--- src/rmii_strap_consts.svh ---
`ifndef RMII_STRAP_CONSTS_SVH
`define RMII_STRAP_CONSTS_SVH

// Clock
`define CLK_PERIOD_NS       4

// Register map, byte addresses
`define ADDR_W              8
`define CTRL_OFFSET         8'h00
`define STATUS_OFFSET       8'h04
`define TXCOUNT_OFFSET      8'h08

// Control register fields
`define CTRL_IND_MODE_HI    15
`define CTRL_IND_MODE_LO    14
`define CTRL_SPEED_BIT      13
`define CTRL_IND_MODE_RST   2'h0

// Status register fields
`define STAT_ADDR_HI        4
`define STAT_ADDR_LO        0
`define STAT_IFACE_HI       10
`define STAT_IFACE_LO       8
`define STAT_RMII_BIT       12
`define STAT_PIN_BIT        13

// Station address layout
`define STATION_ADDR_W      5
`define STATION_HI_ZERO     2'h0

// Interface select codes
`define IFACE_RMII          3'h1

// AXI responses
`define RESP_OKAY           2'h0
`define RESP_SLVERR         2'h2

// Receive buffer
`define RX_FIFO_WIDTH       2
`define RX_FIFO_DEPTH       8

// Activity blink period
`define BLINK_TIME_MS       50
`define BLINK_CYCLES        ((`BLINK_TIME_MS * 1000000) / `CLK_PERIOD_NS)
`define BLINK_CNT_W         24

`endif

--- src/rmii_strap_pkg.sv ---
package rmii_strap_pkg;

	typedef enum logic [1:0] {
		IND_SPEED    = 2'h0,
		IND_ACTIVITY = 2'h1,
		IND_RSVD2    = 2'h2,
		IND_RSVD3    = 2'h3
	} ind_mode_t;

	typedef logic [1:0] dibit_t;

endpackage : rmii_strap_pkg

--- src/dibit_fifo.sv ---
`timescale 1ns/1ps
module dibit_fifo #(
	parameter int unsigned WIDTH = 2,
	parameter int unsigned DEPTH = 8
) (
	input  wire logic             sys_clk,
	input  wire logic             rst,
	input  wire logic [WIDTH-1:0] inData,
	input  wire logic             inValid,
	output logic                  inReady,
	output logic      [WIDTH-1:0] outData,
	output logic                  outValid,
	input  wire logic             outReady
);
	localparam int unsigned PW = $clog2(DEPTH);

	logic [WIDTH-1:0] mem [DEPTH];
	logic [PW-1:0]    wrPtr_reg;
	logic [PW-1:0]    rdPtr_reg;
	logic [PW:0]      count_reg;
	logic [PW:0]      count_next;
	logic             inReady_reg;
	wire              doPush = inValid && inReady_reg;
	wire              doPop  = outValid && outReady;

	assign outValid = (count_reg != '0);
	assign outData  = mem[rdPtr_reg];
	assign inReady  = inReady_reg;

	always_comb begin
		count_next = count_reg;
		if (doPush && !doPop) begin
			count_next = count_reg + 1'b1;
		end else if (doPop && !doPush) begin
			count_next = count_reg - 1'b1;
		end
	end

	always_ff @(posedge sys_clk) begin
		if (doPush) begin
			mem[wrPtr_reg] <= inData;
		end
	end

	always_ff @(posedge sys_clk) begin
		if (rst) begin
			wrPtr_reg   <= '0;
			rdPtr_reg   <= '0;
			count_reg   <= '0;
			inReady_reg <= 1'b0;
		end else begin
			wrPtr_reg   <= doPush ? PW'((wrPtr_reg + 1'b1) % DEPTH) : wrPtr_reg;
			rdPtr_reg   <= doPop ? PW'((rdPtr_reg + 1'b1) % DEPTH) : rdPtr_reg;
			count_reg   <= count_next;
			inReady_reg <= (count_next != (PW+1)'(DEPTH));
		end
	end
endmodule : dibit_fifo

--- src/rmii_phy_strap_led_logic.sv ---
// The AXI4-Lite slave port and the address map were chosen for this implementation.
`timescale 1ns/1ps
`include "rmii_strap_consts.svh"

// Functional notes
// - Mode field picks speed or activity indicator
// - Speed pin level latched into speed-select bit
// - Send receive dibit each period CRS_DV high
// - Accept transmit dibit each period TX_EN high
// - Station address latched from three strap pins
// - Station address bits four and three zero
// - Interface straps latched; code 001 selects RMII
module rmii_phy_strap_led_logic #(
	parameter int unsigned BLINK_CYCLES = `BLINK_CYCLES
) (
	input  wire logic                   sys_clk,
	input  wire logic                   rst,
	input  wire logic                   chipRstN,
	input  wire logic [`ADDR_W-1:0]     s_axi_awaddr,
	input  wire logic                   s_axi_awvalid,
	output logic                        s_axi_awready,
	input  wire logic [31:0]            s_axi_wdata,
	input  wire logic [3:0]             s_axi_wstrb,
	input  wire logic                   s_axi_wvalid,
	output logic                        s_axi_wready,
	output logic [1:0]                  s_axi_bresp,
	output logic                        s_axi_bvalid,
	input  wire logic                   s_axi_bready,
	input  wire logic [`ADDR_W-1:0]     s_axi_araddr,
	input  wire logic                   s_axi_arvalid,
	output logic                        s_axi_arready,
	output logic [31:0]                 s_axi_rdata,
	output logic [1:0]                  s_axi_rresp,
	output logic                        s_axi_rvalid,
	input  wire logic                   s_axi_rready,
	input  wire logic                   refClk,
	input  wire logic                   txEn,
	input  wire logic [1:0]             txd,
	output logic [1:0]                  rxd,
	output logic                        crsDv,
	input  wire logic                   station_addr_strap_b2,
	input  wire logic                   station_addr_strap_b1,
	input  wire logic                   station_addr_strap_b0,
	input  wire logic                   iface_select_strap_b2,
	input  wire logic                   iface_select_strap_b1,
	input  wire logic                   iface_select_strap_b0,
	input  wire logic                   speedPinIn,
	output logic                        second_indicator_out,
	output logic                        speedPinOe,
	input  wire logic [1:0]             rxDibitIn,
	input  wire logic                   rxDibitValid,
	output logic                        rxDibitReady,
	output logic [1:0]                  txDibitOut,
	output logic                        txDibitValid,
	output logic [`STATION_ADDR_W-1:0]  stationAddr,
	output logic                        rmiiSelected
);
	// Synchronised pins
	logic [1:0] txdSync;
	logic       txEnSync;
	logic       refSync;
	logic       chipRstNSync;
	logic [2:0] addrStrapSync;
	logic [2:0] ifaceStrapSync;
	logic       speedPinSync;

	sync_two_ff #(.WIDTH(4)) u_sync_link (
		.sys_clk (sys_clk),
		.asyncIn ({refClk, txEn, txd}),
		.syncOut ({refSync, txEnSync, txdSync})
	);

	sync_two_ff #(.WIDTH(8)) u_sync_strap (
		.sys_clk (sys_clk),
		.asyncIn ({chipRstN, speedPinIn,
		           station_addr_strap_b2, station_addr_strap_b1, station_addr_strap_b0,
		           iface_select_strap_b2, iface_select_strap_b1, iface_select_strap_b0}),
		.syncOut ({chipRstNSync, speedPinSync, addrStrapSync, ifaceStrapSync})
	);

	// Combined reset
	wire anyReset = rst || !chipRstNSync;

	// Reference clock edge detection
	logic refPrev_reg;
	wire  refRise = refSync && !refPrev_reg;
	wire  refFall = !refSync && refPrev_reg;

	always_ff @(posedge sys_clk) begin
		if (anyReset) begin
			// No false edge on leaving reset
			refPrev_reg <= refSync;
		end else begin
			refPrev_reg <= refSync;
		end
	end

	// Strap capture
	logic [2:0] addrStrap_reg;
	logic [2:0] ifaceStrap_reg;

	always_ff @(posedge sys_clk) begin
		if (anyReset) begin
			addrStrap_reg  <= addrStrapSync;
			ifaceStrap_reg <= ifaceStrapSync;
		end
	end

	wire [`STATION_ADDR_W-1:0] stationAddrNext = {`STATION_HI_ZERO, addrStrap_reg};
	wire rmiiSelNext = (ifaceStrap_reg == `IFACE_RMII);

	// Control register
	logic [1:0]  indMode_reg;
	logic        speedSel_reg;
	logic [31:0] txCount_reg;

	// Address decode shared by both channels
	function automatic logic isMapped(
		input logic [`ADDR_W-1:0] addr
	);
		isMapped = (addr == `CTRL_OFFSET)
		        || (addr == `STATUS_OFFSET)
		        || (addr == `TXCOUNT_OFFSET);
	endfunction : isMapped

	// Response code for one access
	function automatic logic [1:0] respFor(
		input logic mapped
	);
		respFor = mapped ? `RESP_OKAY : `RESP_SLVERR;
	endfunction : respFor

	// AXI write channel
	logic               awHeld_reg;
	logic               wHeld_reg;
	logic [`ADDR_W-1:0] awAddr_reg;
	logic [31:0]        wData_reg;
	logic [3:0]         wStrb_reg;
	logic               awReady_reg;
	logic               wReady_reg;
	logic               bValid_reg;
	logic [1:0]         bResp_reg;

	wire awTake = s_axi_awvalid && awReady_reg;
	wire wTake  = s_axi_wvalid && wReady_reg;
	wire haveAw = awHeld_reg || awTake;
	wire haveW  = wHeld_reg || wTake;
	wire [`ADDR_W-1:0] wrAddr = awHeld_reg ? awAddr_reg : s_axi_awaddr;
	wire [31:0]        wrData = wHeld_reg ? wData_reg : s_axi_wdata;
	wire [3:0]         wrStrb = wHeld_reg ? wStrb_reg : s_axi_wstrb;
	wire doWrite = haveAw && haveW && !bValid_reg;
	wire wrCtrl  = doWrite && (wrAddr == `CTRL_OFFSET);
	wire wrMapped = isMapped(wrAddr);

	always_ff @(posedge sys_clk) begin
		if (anyReset) begin
			awHeld_reg  <= 1'b0;
			wHeld_reg   <= 1'b0;
			awAddr_reg  <= '0;
			wData_reg   <= '0;
			wStrb_reg   <= '0;
			awReady_reg <= 1'b0;
			wReady_reg  <= 1'b0;
			bValid_reg  <= 1'b0;
			bResp_reg   <= `RESP_OKAY;
		end else begin
			if (doWrite) begin
				awHeld_reg <= 1'b0;
				wHeld_reg  <= 1'b0;
				bValid_reg <= 1'b1;
				bResp_reg  <= respFor(wrMapped);
			end else begin
				awHeld_reg <= haveAw;
				wHeld_reg  <= haveW;
				if (bValid_reg && s_axi_bready) begin
					bValid_reg <= 1'b0;
				end
			end
			if (awTake) begin
				awAddr_reg <= s_axi_awaddr;
			end
			if (wTake) begin
				wData_reg <= s_axi_wdata;
				wStrb_reg <= s_axi_wstrb;
			end
			awReady_reg <= !haveAw && !awReady_reg && !bValid_reg;
			wReady_reg  <= !haveW && !wReady_reg && !bValid_reg;
		end
	end

	// Control register update
	always_ff @(posedge sys_clk) begin
		if (anyReset) begin
			indMode_reg  <= `CTRL_IND_MODE_RST;
			speedSel_reg <= speedPinSync;
		end else if (wrCtrl && wrStrb[1]) begin
			indMode_reg  <= wrData[`CTRL_IND_MODE_HI:`CTRL_IND_MODE_LO];
			speedSel_reg <= wrData[`CTRL_SPEED_BIT];
		end
	end

	// AXI read channel
	logic        arReady_reg;
	logic        rValid_reg;
	logic [31:0] rData_reg;
	logic [1:0]  rResp_reg;
	logic        pinLevel_reg;

	wire arTake = s_axi_arvalid && arReady_reg;
	wire [31:0] ctrlWord = {16'h0000, indMode_reg, speedSel_reg, 13'h0000};
	wire [31:0] statWord = {18'h00000, pinLevel_reg, rmiiSelected, 1'b0,
	                        ifaceStrap_reg, 3'h0, stationAddr};
	wire rdCtrl  = (s_axi_araddr == `CTRL_OFFSET);
	wire rdStat  = (s_axi_araddr == `STATUS_OFFSET);
	wire rdCount = (s_axi_araddr == `TXCOUNT_OFFSET);
	wire [31:0] rdWord = rdCtrl ? ctrlWord : rdStat ? statWord : rdCount ? txCount_reg : 32'h0;

	always_ff @(posedge sys_clk) begin
		if (anyReset) begin
			arReady_reg <= 1'b0;
			rValid_reg  <= 1'b0;
			rData_reg   <= '0;
			rResp_reg   <= `RESP_OKAY;
		end else begin
			arReady_reg <= !arReady_reg && !rValid_reg && !s_axi_arvalid ? 1'b1 :
			               (!rValid_reg && !arReady_reg);
			if (arTake) begin
				arReady_reg <= 1'b0;
				rValid_reg  <= 1'b1;
				rData_reg   <= rdWord;
				rResp_reg   <= respFor(isMapped(s_axi_araddr));
			end else if (rValid_reg && s_axi_rready) begin
				rValid_reg <= 1'b0;
			end
		end
	end

	// Transmit sampling at mid-period
	wire txAccept = refFall && txEnSync && rmiiSelNext;

	always_ff @(posedge sys_clk) begin
		if (anyReset) begin
			txDibitOut   <= '0;
			txDibitValid <= 1'b0;
			txCount_reg  <= '0;
		end else begin
			txDibitValid <= txAccept;
			if (txAccept) begin
				txDibitOut  <= txdSync;
				txCount_reg <= txCount_reg + 32'h1;
			end
		end
	end

	// Receive path
	rmii_strap_pkg::dibit_t fifoData;
	logic                   fifoValid;
	wire                    rxPop = refRise && rmiiSelNext;

	dibit_fifo #(
		.WIDTH (`RX_FIFO_WIDTH),
		.DEPTH (`RX_FIFO_DEPTH)
	) u_rx_fifo (
		.sys_clk  (sys_clk),
		.rst      (anyReset),
		.inData   (rxDibitIn),
		.inValid  (rxDibitValid),
		.inReady  (rxDibitReady),
		.outData  (fifoData),
		.outValid (fifoValid),
		.outReady (rxPop)
	);

	always_ff @(posedge sys_clk) begin
		if (anyReset) begin
			rxd   <= '0;
			crsDv <= 1'b0;
		end else if (rxPop) begin
			crsDv <= fifoValid;
			rxd   <= fifoValid ? fifoData : 2'h0;
		end
	end

	// Activity blink timing
	logic [`BLINK_CNT_W-1:0] blinkCnt_reg;
	logic                    actSeen_reg;
	logic                    actLed_reg;
	wire blinkExpire = (blinkCnt_reg == `BLINK_CNT_W'(BLINK_CYCLES - 1));
	wire traffic     = txAccept || (rxPop && fifoValid);

	always_ff @(posedge sys_clk) begin
		if (anyReset) begin
			blinkCnt_reg <= '0;
			actSeen_reg  <= 1'b0;
			actLed_reg   <= 1'b1;
		end else begin
			blinkCnt_reg <= blinkExpire ? '0 : blinkCnt_reg + 1'b1;
			actSeen_reg  <= traffic || (actSeen_reg && !blinkExpire);
			if (blinkExpire) begin
				actLed_reg <= actSeen_reg ? !actLed_reg : 1'b1;
			end
		end
	end

	// Indicator selection
	logic indNext;

	always_comb begin
		case (rmii_strap_pkg::ind_mode_t'(indMode_reg))
			rmii_strap_pkg::IND_SPEED: begin
				indNext = !speedSel_reg;
			end
			rmii_strap_pkg::IND_ACTIVITY: begin
				indNext = actLed_reg;
			end
			default: begin
				indNext = 1'b1;
			end
		endcase
	end

	// Pin roles and status outputs
	always_ff @(posedge sys_clk) begin
		if (anyReset) begin
			second_indicator_out <= 1'b1;
			speedPinOe           <= 1'b0;
			stationAddr          <= '0;
			rmiiSelected         <= 1'b0;
			pinLevel_reg         <= 1'b1;
		end else begin
			second_indicator_out <= indNext;
			speedPinOe           <= 1'b1;
			stationAddr          <= stationAddrNext;
			rmiiSelected         <= rmiiSelNext;
			pinLevel_reg         <= indNext;
		end
	end

	assign s_axi_awready = awReady_reg;
	assign s_axi_wready  = wReady_reg;
	assign s_axi_bvalid  = bValid_reg;
	assign s_axi_bresp   = bResp_reg;
	assign s_axi_arready = arReady_reg;
	assign s_axi_rvalid  = rValid_reg;
	assign s_axi_rdata   = rData_reg;
	assign s_axi_rresp   = rResp_reg;
endmodule : rmii_phy_strap_led_logic

--- src/sync_two_ff.sv ---
`timescale 1ns/1ps
module sync_two_ff #(
	parameter int unsigned WIDTH = 1
) (
	input  wire logic             sys_clk,
	input  wire logic [WIDTH-1:0] asyncIn,
	output logic      [WIDTH-1:0] syncOut
);
	logic [WIDTH-1:0] stage1_reg;

	// First stage read only by the second
	always_ff @(posedge sys_clk) begin
		stage1_reg <= asyncIn;
		syncOut    <= stage1_reg;
	end
endmodule : sync_two_ff

--- config.mk ---
export PLATFORM = sky130hd
export DESIGN_NAME = rmii_phy_strap_led_logic
export DESIGN_NICKNAME = d
export VERILOG_FILES = /design/src/rmii_strap_pkg.sv /design/src/dibit_fifo.sv /design/src/rmii_phy_strap_led_logic.sv /design/src/sync_two_ff.sv
export VERILOG_INCLUDE_DIRS = /design/src
export SDC_FILE = /design/constraint.sdc
export NUM_CORES = 1
export LEC_CHECK = 0
export ABC_AREA = 1
export ABC_CLOCK_PERIOD_IN_PS = 1750
export BUFFER_PORTS_ARGS = -buffer_cell sky130_fd_sc_hd__buf_4
export CAP_MARGIN = 20
export CORE_ASPECT_RATIO = 0.5
export CORE_MARGIN = 5
export CORE_UTILIZATION = 46
export DETAILED_ROUTE_END_ITERATION = 8
export MAX_ROUTING_LAYER = met4
export PLACE_DENSITY = 0.67
export SLEW_MARGIN = 40
export SYNTH_ARGS = -nofsm -noshare
export SYNTH_HDL_FRONTEND = slang
export SYNTH_SLANG_ARGS = --single-unit
--- constraint.sdc ---
create_clock -name sys_clk -period 1.75 [get_ports sys_clk]
set_input_delay 0.4375 -clock sys_clk [delete_from_list [all_inputs] [get_ports sys_clk]]
set_output_delay 0.4375 -clock sys_clk [all_outputs]
set_load 0.005 [all_outputs]
## Yosys cells after proc, flatten, opt, wreduce, memory -nomap -nowiden

Memory sizes are Yosys's and may differ from the RTL's. A register that Yosys moved wholly into a read port is not among the register bits.
Cells that the tools add are included.

- Register bits after elaboration: 186
- Memory bits (writable): 16
- Input bits: 74
- Output and inout port bits: 56
- Word-level logic and storage cells: 139
- Memories kept: 1

- Add/sub/neg operators: 6
- Equal/unequal tests: 8
- Muxes and demuxes: 25
- Reduce and logical (&&, ||, !) cells: 60

Memories:

| name | depth | width | read ports | clocked after Yosys merged registers in | write ports | RTL line | source |
|---|---|---|---|---|---|---|---|
| u_rx_fifo.mem | 8 | 2 | 1 | 1 | 1 | dibit_fifo.sv:17 | `logic [WIDTH-1:0] mem [DEPTH];` |

Operators with widths:

| kind | number |
|---|---|
| $mux 32 | 3 |
| $add 32x1->32 const B | 1 |
| $logic_and 1x1->1 | 25 |
| $add 24x1->24 const B | 1 |
| $eq 24x24->1 const B | 1 |
| $eq 8x3->1 const B | 2 |
| $eq 8x4->1 const B | 2 |
| $logic_not 1->1 | 16 |
| $logic_not 8->1 | 2 |
| $mux 16 | 1 |
| $mux 1 | 11 |
| $logic_or 1x1->1 | 9 |
| $mux 2 | 4 |
| $mux 4 | 2 |
| $mux 8 | 1 |
| $add 3x1->3 const B | 2 |
| $mux 3 | 2 |
| $reduce_bool 2->1 | 3 |
| $reduce_or 2->1 | 3 |
| $add 4x1->4 const B | 1 |
| $ne 4x4->1 const B | 1 |
| $reduce_bool 4->1 | 1 |
| $sub 4x1->4 const B | 1 |
| $eq 3x1->1 const B | 1 |
| 3 further kinds | 3 |

## Logic depth before layout (Yosys ltp)

- Word-level depth: 8
- Mapped depth: 12
- Depth with buffers taken out: 12

## By module

A second synthesis with hierarchy kept.

- Cells, all modules: 999
- Area total of the unflattened synthesis: 7857.5 um^2

By module, submodules not included:

| module | times used | cells each | area each (um^2) | sequential area each (um^2) |
|---|---|---|---|---|
| rmii_phy_strap_led_logic | 1 | 825 | 6023.3 | 2732.6 |
| dibit_fifo | 1 | 150 | 1353.8 | 760.7 |
| sync_two_ff at u_sync_strap | 1 | 16 | 320.3 | 320.3 |
| sync_two_ff at u_sync_link | 1 | 8 | 160.2 | 160.2 |

## Worst setup path before layout

Ideal clock, no wire load.

- Path kind: input-to-reg
- From: in rst
- To: reg addrStrap_reg[0], enable pin
- Library setup time: 373 ps
- Data arrival time: 1270 ps
- Data required time: 1377 ps
- Slack: 107 ps
- Stages on the path: 4
- Buffers on the path: 2
- Cells stage by stage: nor2_1 > inv_1 > clkbuf_1 > buf_1

- Word-level cells in the longest chain between the ends: 1

Ends and longest elaborated chain:

| item | RTL line | source |
|---|---|---|
| start, declared | rmii_phy_strap_led_logic.sv:17 | `input wire logic rst,` |
| $logic_or 1x1->1 | rmii_phy_strap_led_logic.sv:82 | `wire anyReset = rst \|\| !chipRstNSync;` |
| via anyReset | rmii_phy_strap_led_logic.sv:82 |  |
| end signal, assigned | rmii_phy_strap_led_logic.sv:104 | `addrStrap_reg <= addrStrapSync;` |
| end, declared | rmii_phy_strap_led_logic.sv:99 | `logic [2:0] addrStrap_reg;` |

The timed path passes the listed nets, and every way through them passes these cells.
A chain may end at the register's enable or synchronous reset.

## Final worst setup path

- From: reg ifaceStrap_reg[2]
- To: reg txCount_reg[22]

- Word-level cells in the longest chain between the ends: 2

Ends and longest elaborated chain:

| item | RTL line | source |
|---|---|---|
| start, declared | rmii_phy_strap_led_logic.sv:100 | `logic [2:0] ifaceStrap_reg;` |
| start signal, assigned | rmii_phy_strap_led_logic.sv:105 | `ifaceStrap_reg <= ifaceStrapSync;` |
| $eq 3x1->1 (no source line) | -- |  |
| $logic_and 1x1->1 | rmii_phy_strap_led_logic.sv:239 | `wire txAccept = refFall && txEnSync && rmiiSelNext;` |
| end signal, assigned | rmii_phy_strap_led_logic.sv:250 | `txCount_reg <= txCount_reg + 32'h1;` |
| end, declared | rmii_phy_strap_led_logic.sv:115 | `logic [31:0] txCount_reg;` |

Every way passes these cells.

==> impl_results.md <==
* GRT Residual Overflow at 0
* Setup slack, reg-to-reg at 0.07 ns
* Worst clock skew at 0.00917 ns
* Share of total power in combinational logic at 4.3%
* Count of final hold-check violations at 0
* First-pass GRT wire length at 30600 um
* Depth of the CTS H-tree at 4
* Proportion of synthesized area in mux cells at 0%
* Via density per instance at 4.93
* XOR/XNOR Fraction of Synth Area at 1.57%
* 1st-pass router iterations at 4
* Final routed DRC violation total at 0
* Share of synthesized cell area in and, or, nand and nor gates at 29.3%
* Net Switching at 1.89 mW
* Main combinational cell family by area after synthesis: simple AND/OR/NAND/NOR gates
* DRT iter0 DRCs at 379
* Layout cells sized above 1 at 18.8%
* Required time worst endpoint at 2.06 ns
* CTS tree: built
* CP Capture Type: flip-flop
* Internal at 6.54 mW
* GRT Overall Usage at 19.4%
* Critical path type: reg -> reg
* Reg area at 0.00398 mm^2
* WL per Instance at 13.2 um
* Synthesized flop and latch total at 187
* Async SR Flop Fraction at 0%
* Die W at 194 um
* FF-to-FF Start: ifaceStrap_reg[2]
* LEAKAGE at 3.86 nW
* Most frequent cell after synthesis: nand2_1
* Hold Crit Start: iface_select_strap_b2
* Overall Power at 8.43 mW
* Clk sinks at 187
* Final-layout fill cell count at 1521
* CTS clk-pin slew, worst paths at 0.07 ns
* Layout area overhead at 23.9%
* Port-buffer cells at 93
* CORE AREA at 0.0165 mm^2
* CTS buffer count at 17
* Placed cells at 1351
* Routed Antenna Nets at 0
* Unrepaired setup endpoints after global routing: yes
* Part of the power in registers at 52.7%
* Die Ht at 102 um
* Register area share after synthesis at 50.8%
* Worst vdd ir at 0.000714 V
* CTS max path bufs at 2
* Sw Share at 22.4%
* Total die area at 0.0199 mm^2
* Area of the mapped netlist at 0.00783 mm^2
* GP Congestion at 0.878
* Latest clock arrival within the worst-skew pair at 0.42 ns
* Post-synth top area cell: dfxtp_1
* Post-Layout Cell Count at 1389
* PD cells at 869 mW/mm^2
* EDFF count, synth at 23
* Hold Path Stages at 1
* Final WL at 18400 um
* # setup viols final at 0
* IO Pins at 130
* Highest clock rate at 0.596 GHz
* Nets at 1229
* Largest net degree at the start of global routing at 30
* Worst hold path class: in -> reg
* MaxCap Viol Count at 0
* Number of inserted diodes at 0
* Ys flop type: dfxtp_1
* Fin crit period at 1.68 ns
* Yosys warns at 0
* Row cnt at 33
* Clk pwr share at 43.0%
* Max Slew Vio Count at 0
* Avg Cell Area, Syn at 7.70 um^2
* Final period util at 95.9%
* Vias in the first global route at 6455
* Vias at 6851
* Compound-Gate Fraction of Synth Area at 10.3%
* Initial antenna violation count at 0
* Dpl hpwl at 13800 um
* Yosys top cell area share at 42.0%
* Critical Path Start Type: flip-flop
* Worst Hold Endpoint: u_sync_strap.stage1_reg[2]
* Top cells by area, synth: dfxtp_1, nand2_1, edfxtp_1
* Post-synthesis adder-cell area fraction at 0.959%
* Clock Tree Root: clkbuf_16
* CP arrival at 1.99 ns
* Most frequent cells after synthesis: nand2_1, dfxtp_1, nor2_1, inv_1, a21oi_1
* Path depth of the worst reg2reg path at 9
* Outcome: completed
* Footprint of the multi-input gates at 0.00337 mm^2
* Unique cell type count in the Yosys netlist at 43
* Worst Path Max Fanout at 6
* Initial Util at 47.4%
* Gate Count Post-Synth at 1016
* Crit Reg-Reg Endpoint: txCount_reg[22]
==> kinds of logic (layout without fill, tap and decap cells) <==
family	count (synthesis)	in the layout
AOI/OAI and AO/OA	152	152
DFF	187	187
other	1	4
buffers and inverters	138	281
adders and majority gates	6	6
xor gates and xnor gates	14	14
and+or+nand+nor	518	518
==> layer usage <==
metal  wire [um]  global-route usage [%]
met1        8890                    24.8
met3         649                    3.39
met4         154                    3.89
met2        8720                    33.0
met5           0                       -
==> worst max-delay path: stages, from the launching register on <==
cell	delay (ns)
edfxtp_1	0.41
inv_2	0.08
nand3_2	0.10
nor2_4	0.20
nand2_1	0.12
nor2_2	0.19
nor3b_4	0.24
nand2_1	0.07
nor2_1	0.11
nor2_1	0.06
==> per-stage QoR <==
step	hold slack (ns)	cell area [um^2]	utilization [%]	worst slack, ns	TNS, ns
after global placement	0.311	9030	54.7	0.0613	0
after CTS	0.0996	9590	58.1	0.0128	0
after detailed placement	0.312	9030	54.7	0.00419	0
final	0.112	9690	58.7	0.0710	0
after global routing	0.0990	9690	58.7	-0.0848	-0.167
after floorplan	0.310	7840	-	0.107	0
==> how the worst max path moves through the flow <==
stage	startpoint	to	slack, ns	depth (start not counted)
floorplan	rst	addrStrap_reg[0]	0.11	4
detailed placement	s_axi_araddr[1]	s_axi_rdata[20]	0.004	8
global route	ifaceStrap_reg[2]	txCount_reg[22]	-0.08	8
CTS	ifaceStrap_reg[2]	txCount_reg[22]	0.01	9
global placement	s_axi_araddr[1]	s_axi_rdata[20]	0.06	8
finish	ifaceStrap_reg[2]	txCount_reg[22]	0.07	9
==> final cells by class <==
class / count / share of cell area, %
Clock inverter: 11 / 0.878
Timing Repair Buffer: 138 / 11.2
Inverter: 111 / 4.30
Tap cell: 227 / 2.93
Sequential cell: 187 / 41.0
Multi-Input combinational cell: 694 / 34.8
Clock buffer: 21 / 4.87
==> cell usage in the layout (no fill, tap or decap), types with 5 or more instances in the layout <==
master	synthesis	routed
nor2_2	7	9
dfxtp_1	164	163
ha_1	6	5
nor2_1	143	138
buf_4	4	134
inv_1	102	101
nor2_4	5	8
edfxtp_1	23	23
o211ai_1	8	8
a31oi_1	5	5
xor2_1	11	11
a21oi_1	78	78
nand3_1	44	42
o21ai_0	50	49
nand4_1	17	17
nand2_1	240	239
clkbuf_16	0	18
o22ai_1	5	5
nand2_2	5	6
nand3b_1	5	5
nor4_1	5	5
nor3_1	23	23
inv_2	9	10
==> power by group through the flow <==
stage | clock (mW) | combinational (mW) | sequential, mW
6_report | 3.62 | 0.363 | 4.44
5_1_grt | 3.87 | 0.407 | 4.45
4_1_cts | 3.69 | 0.361 | 4.44
3_5_place_dp | 0 | 0.360 | 4.54
3_3_place_gp | 0 | 0.353 | 4.54
2_1_floorplan | 0 | 0.174 | 4.53
==> what timing repair did <==
item | in CTS | in global routing
gates resized for setup | 0 | 16
buffers inserted | 0 | 6
endpoints found under the setup margin | 0 | 18
hold buffers | 0 | 0
(Power assumes the default switching activity.)
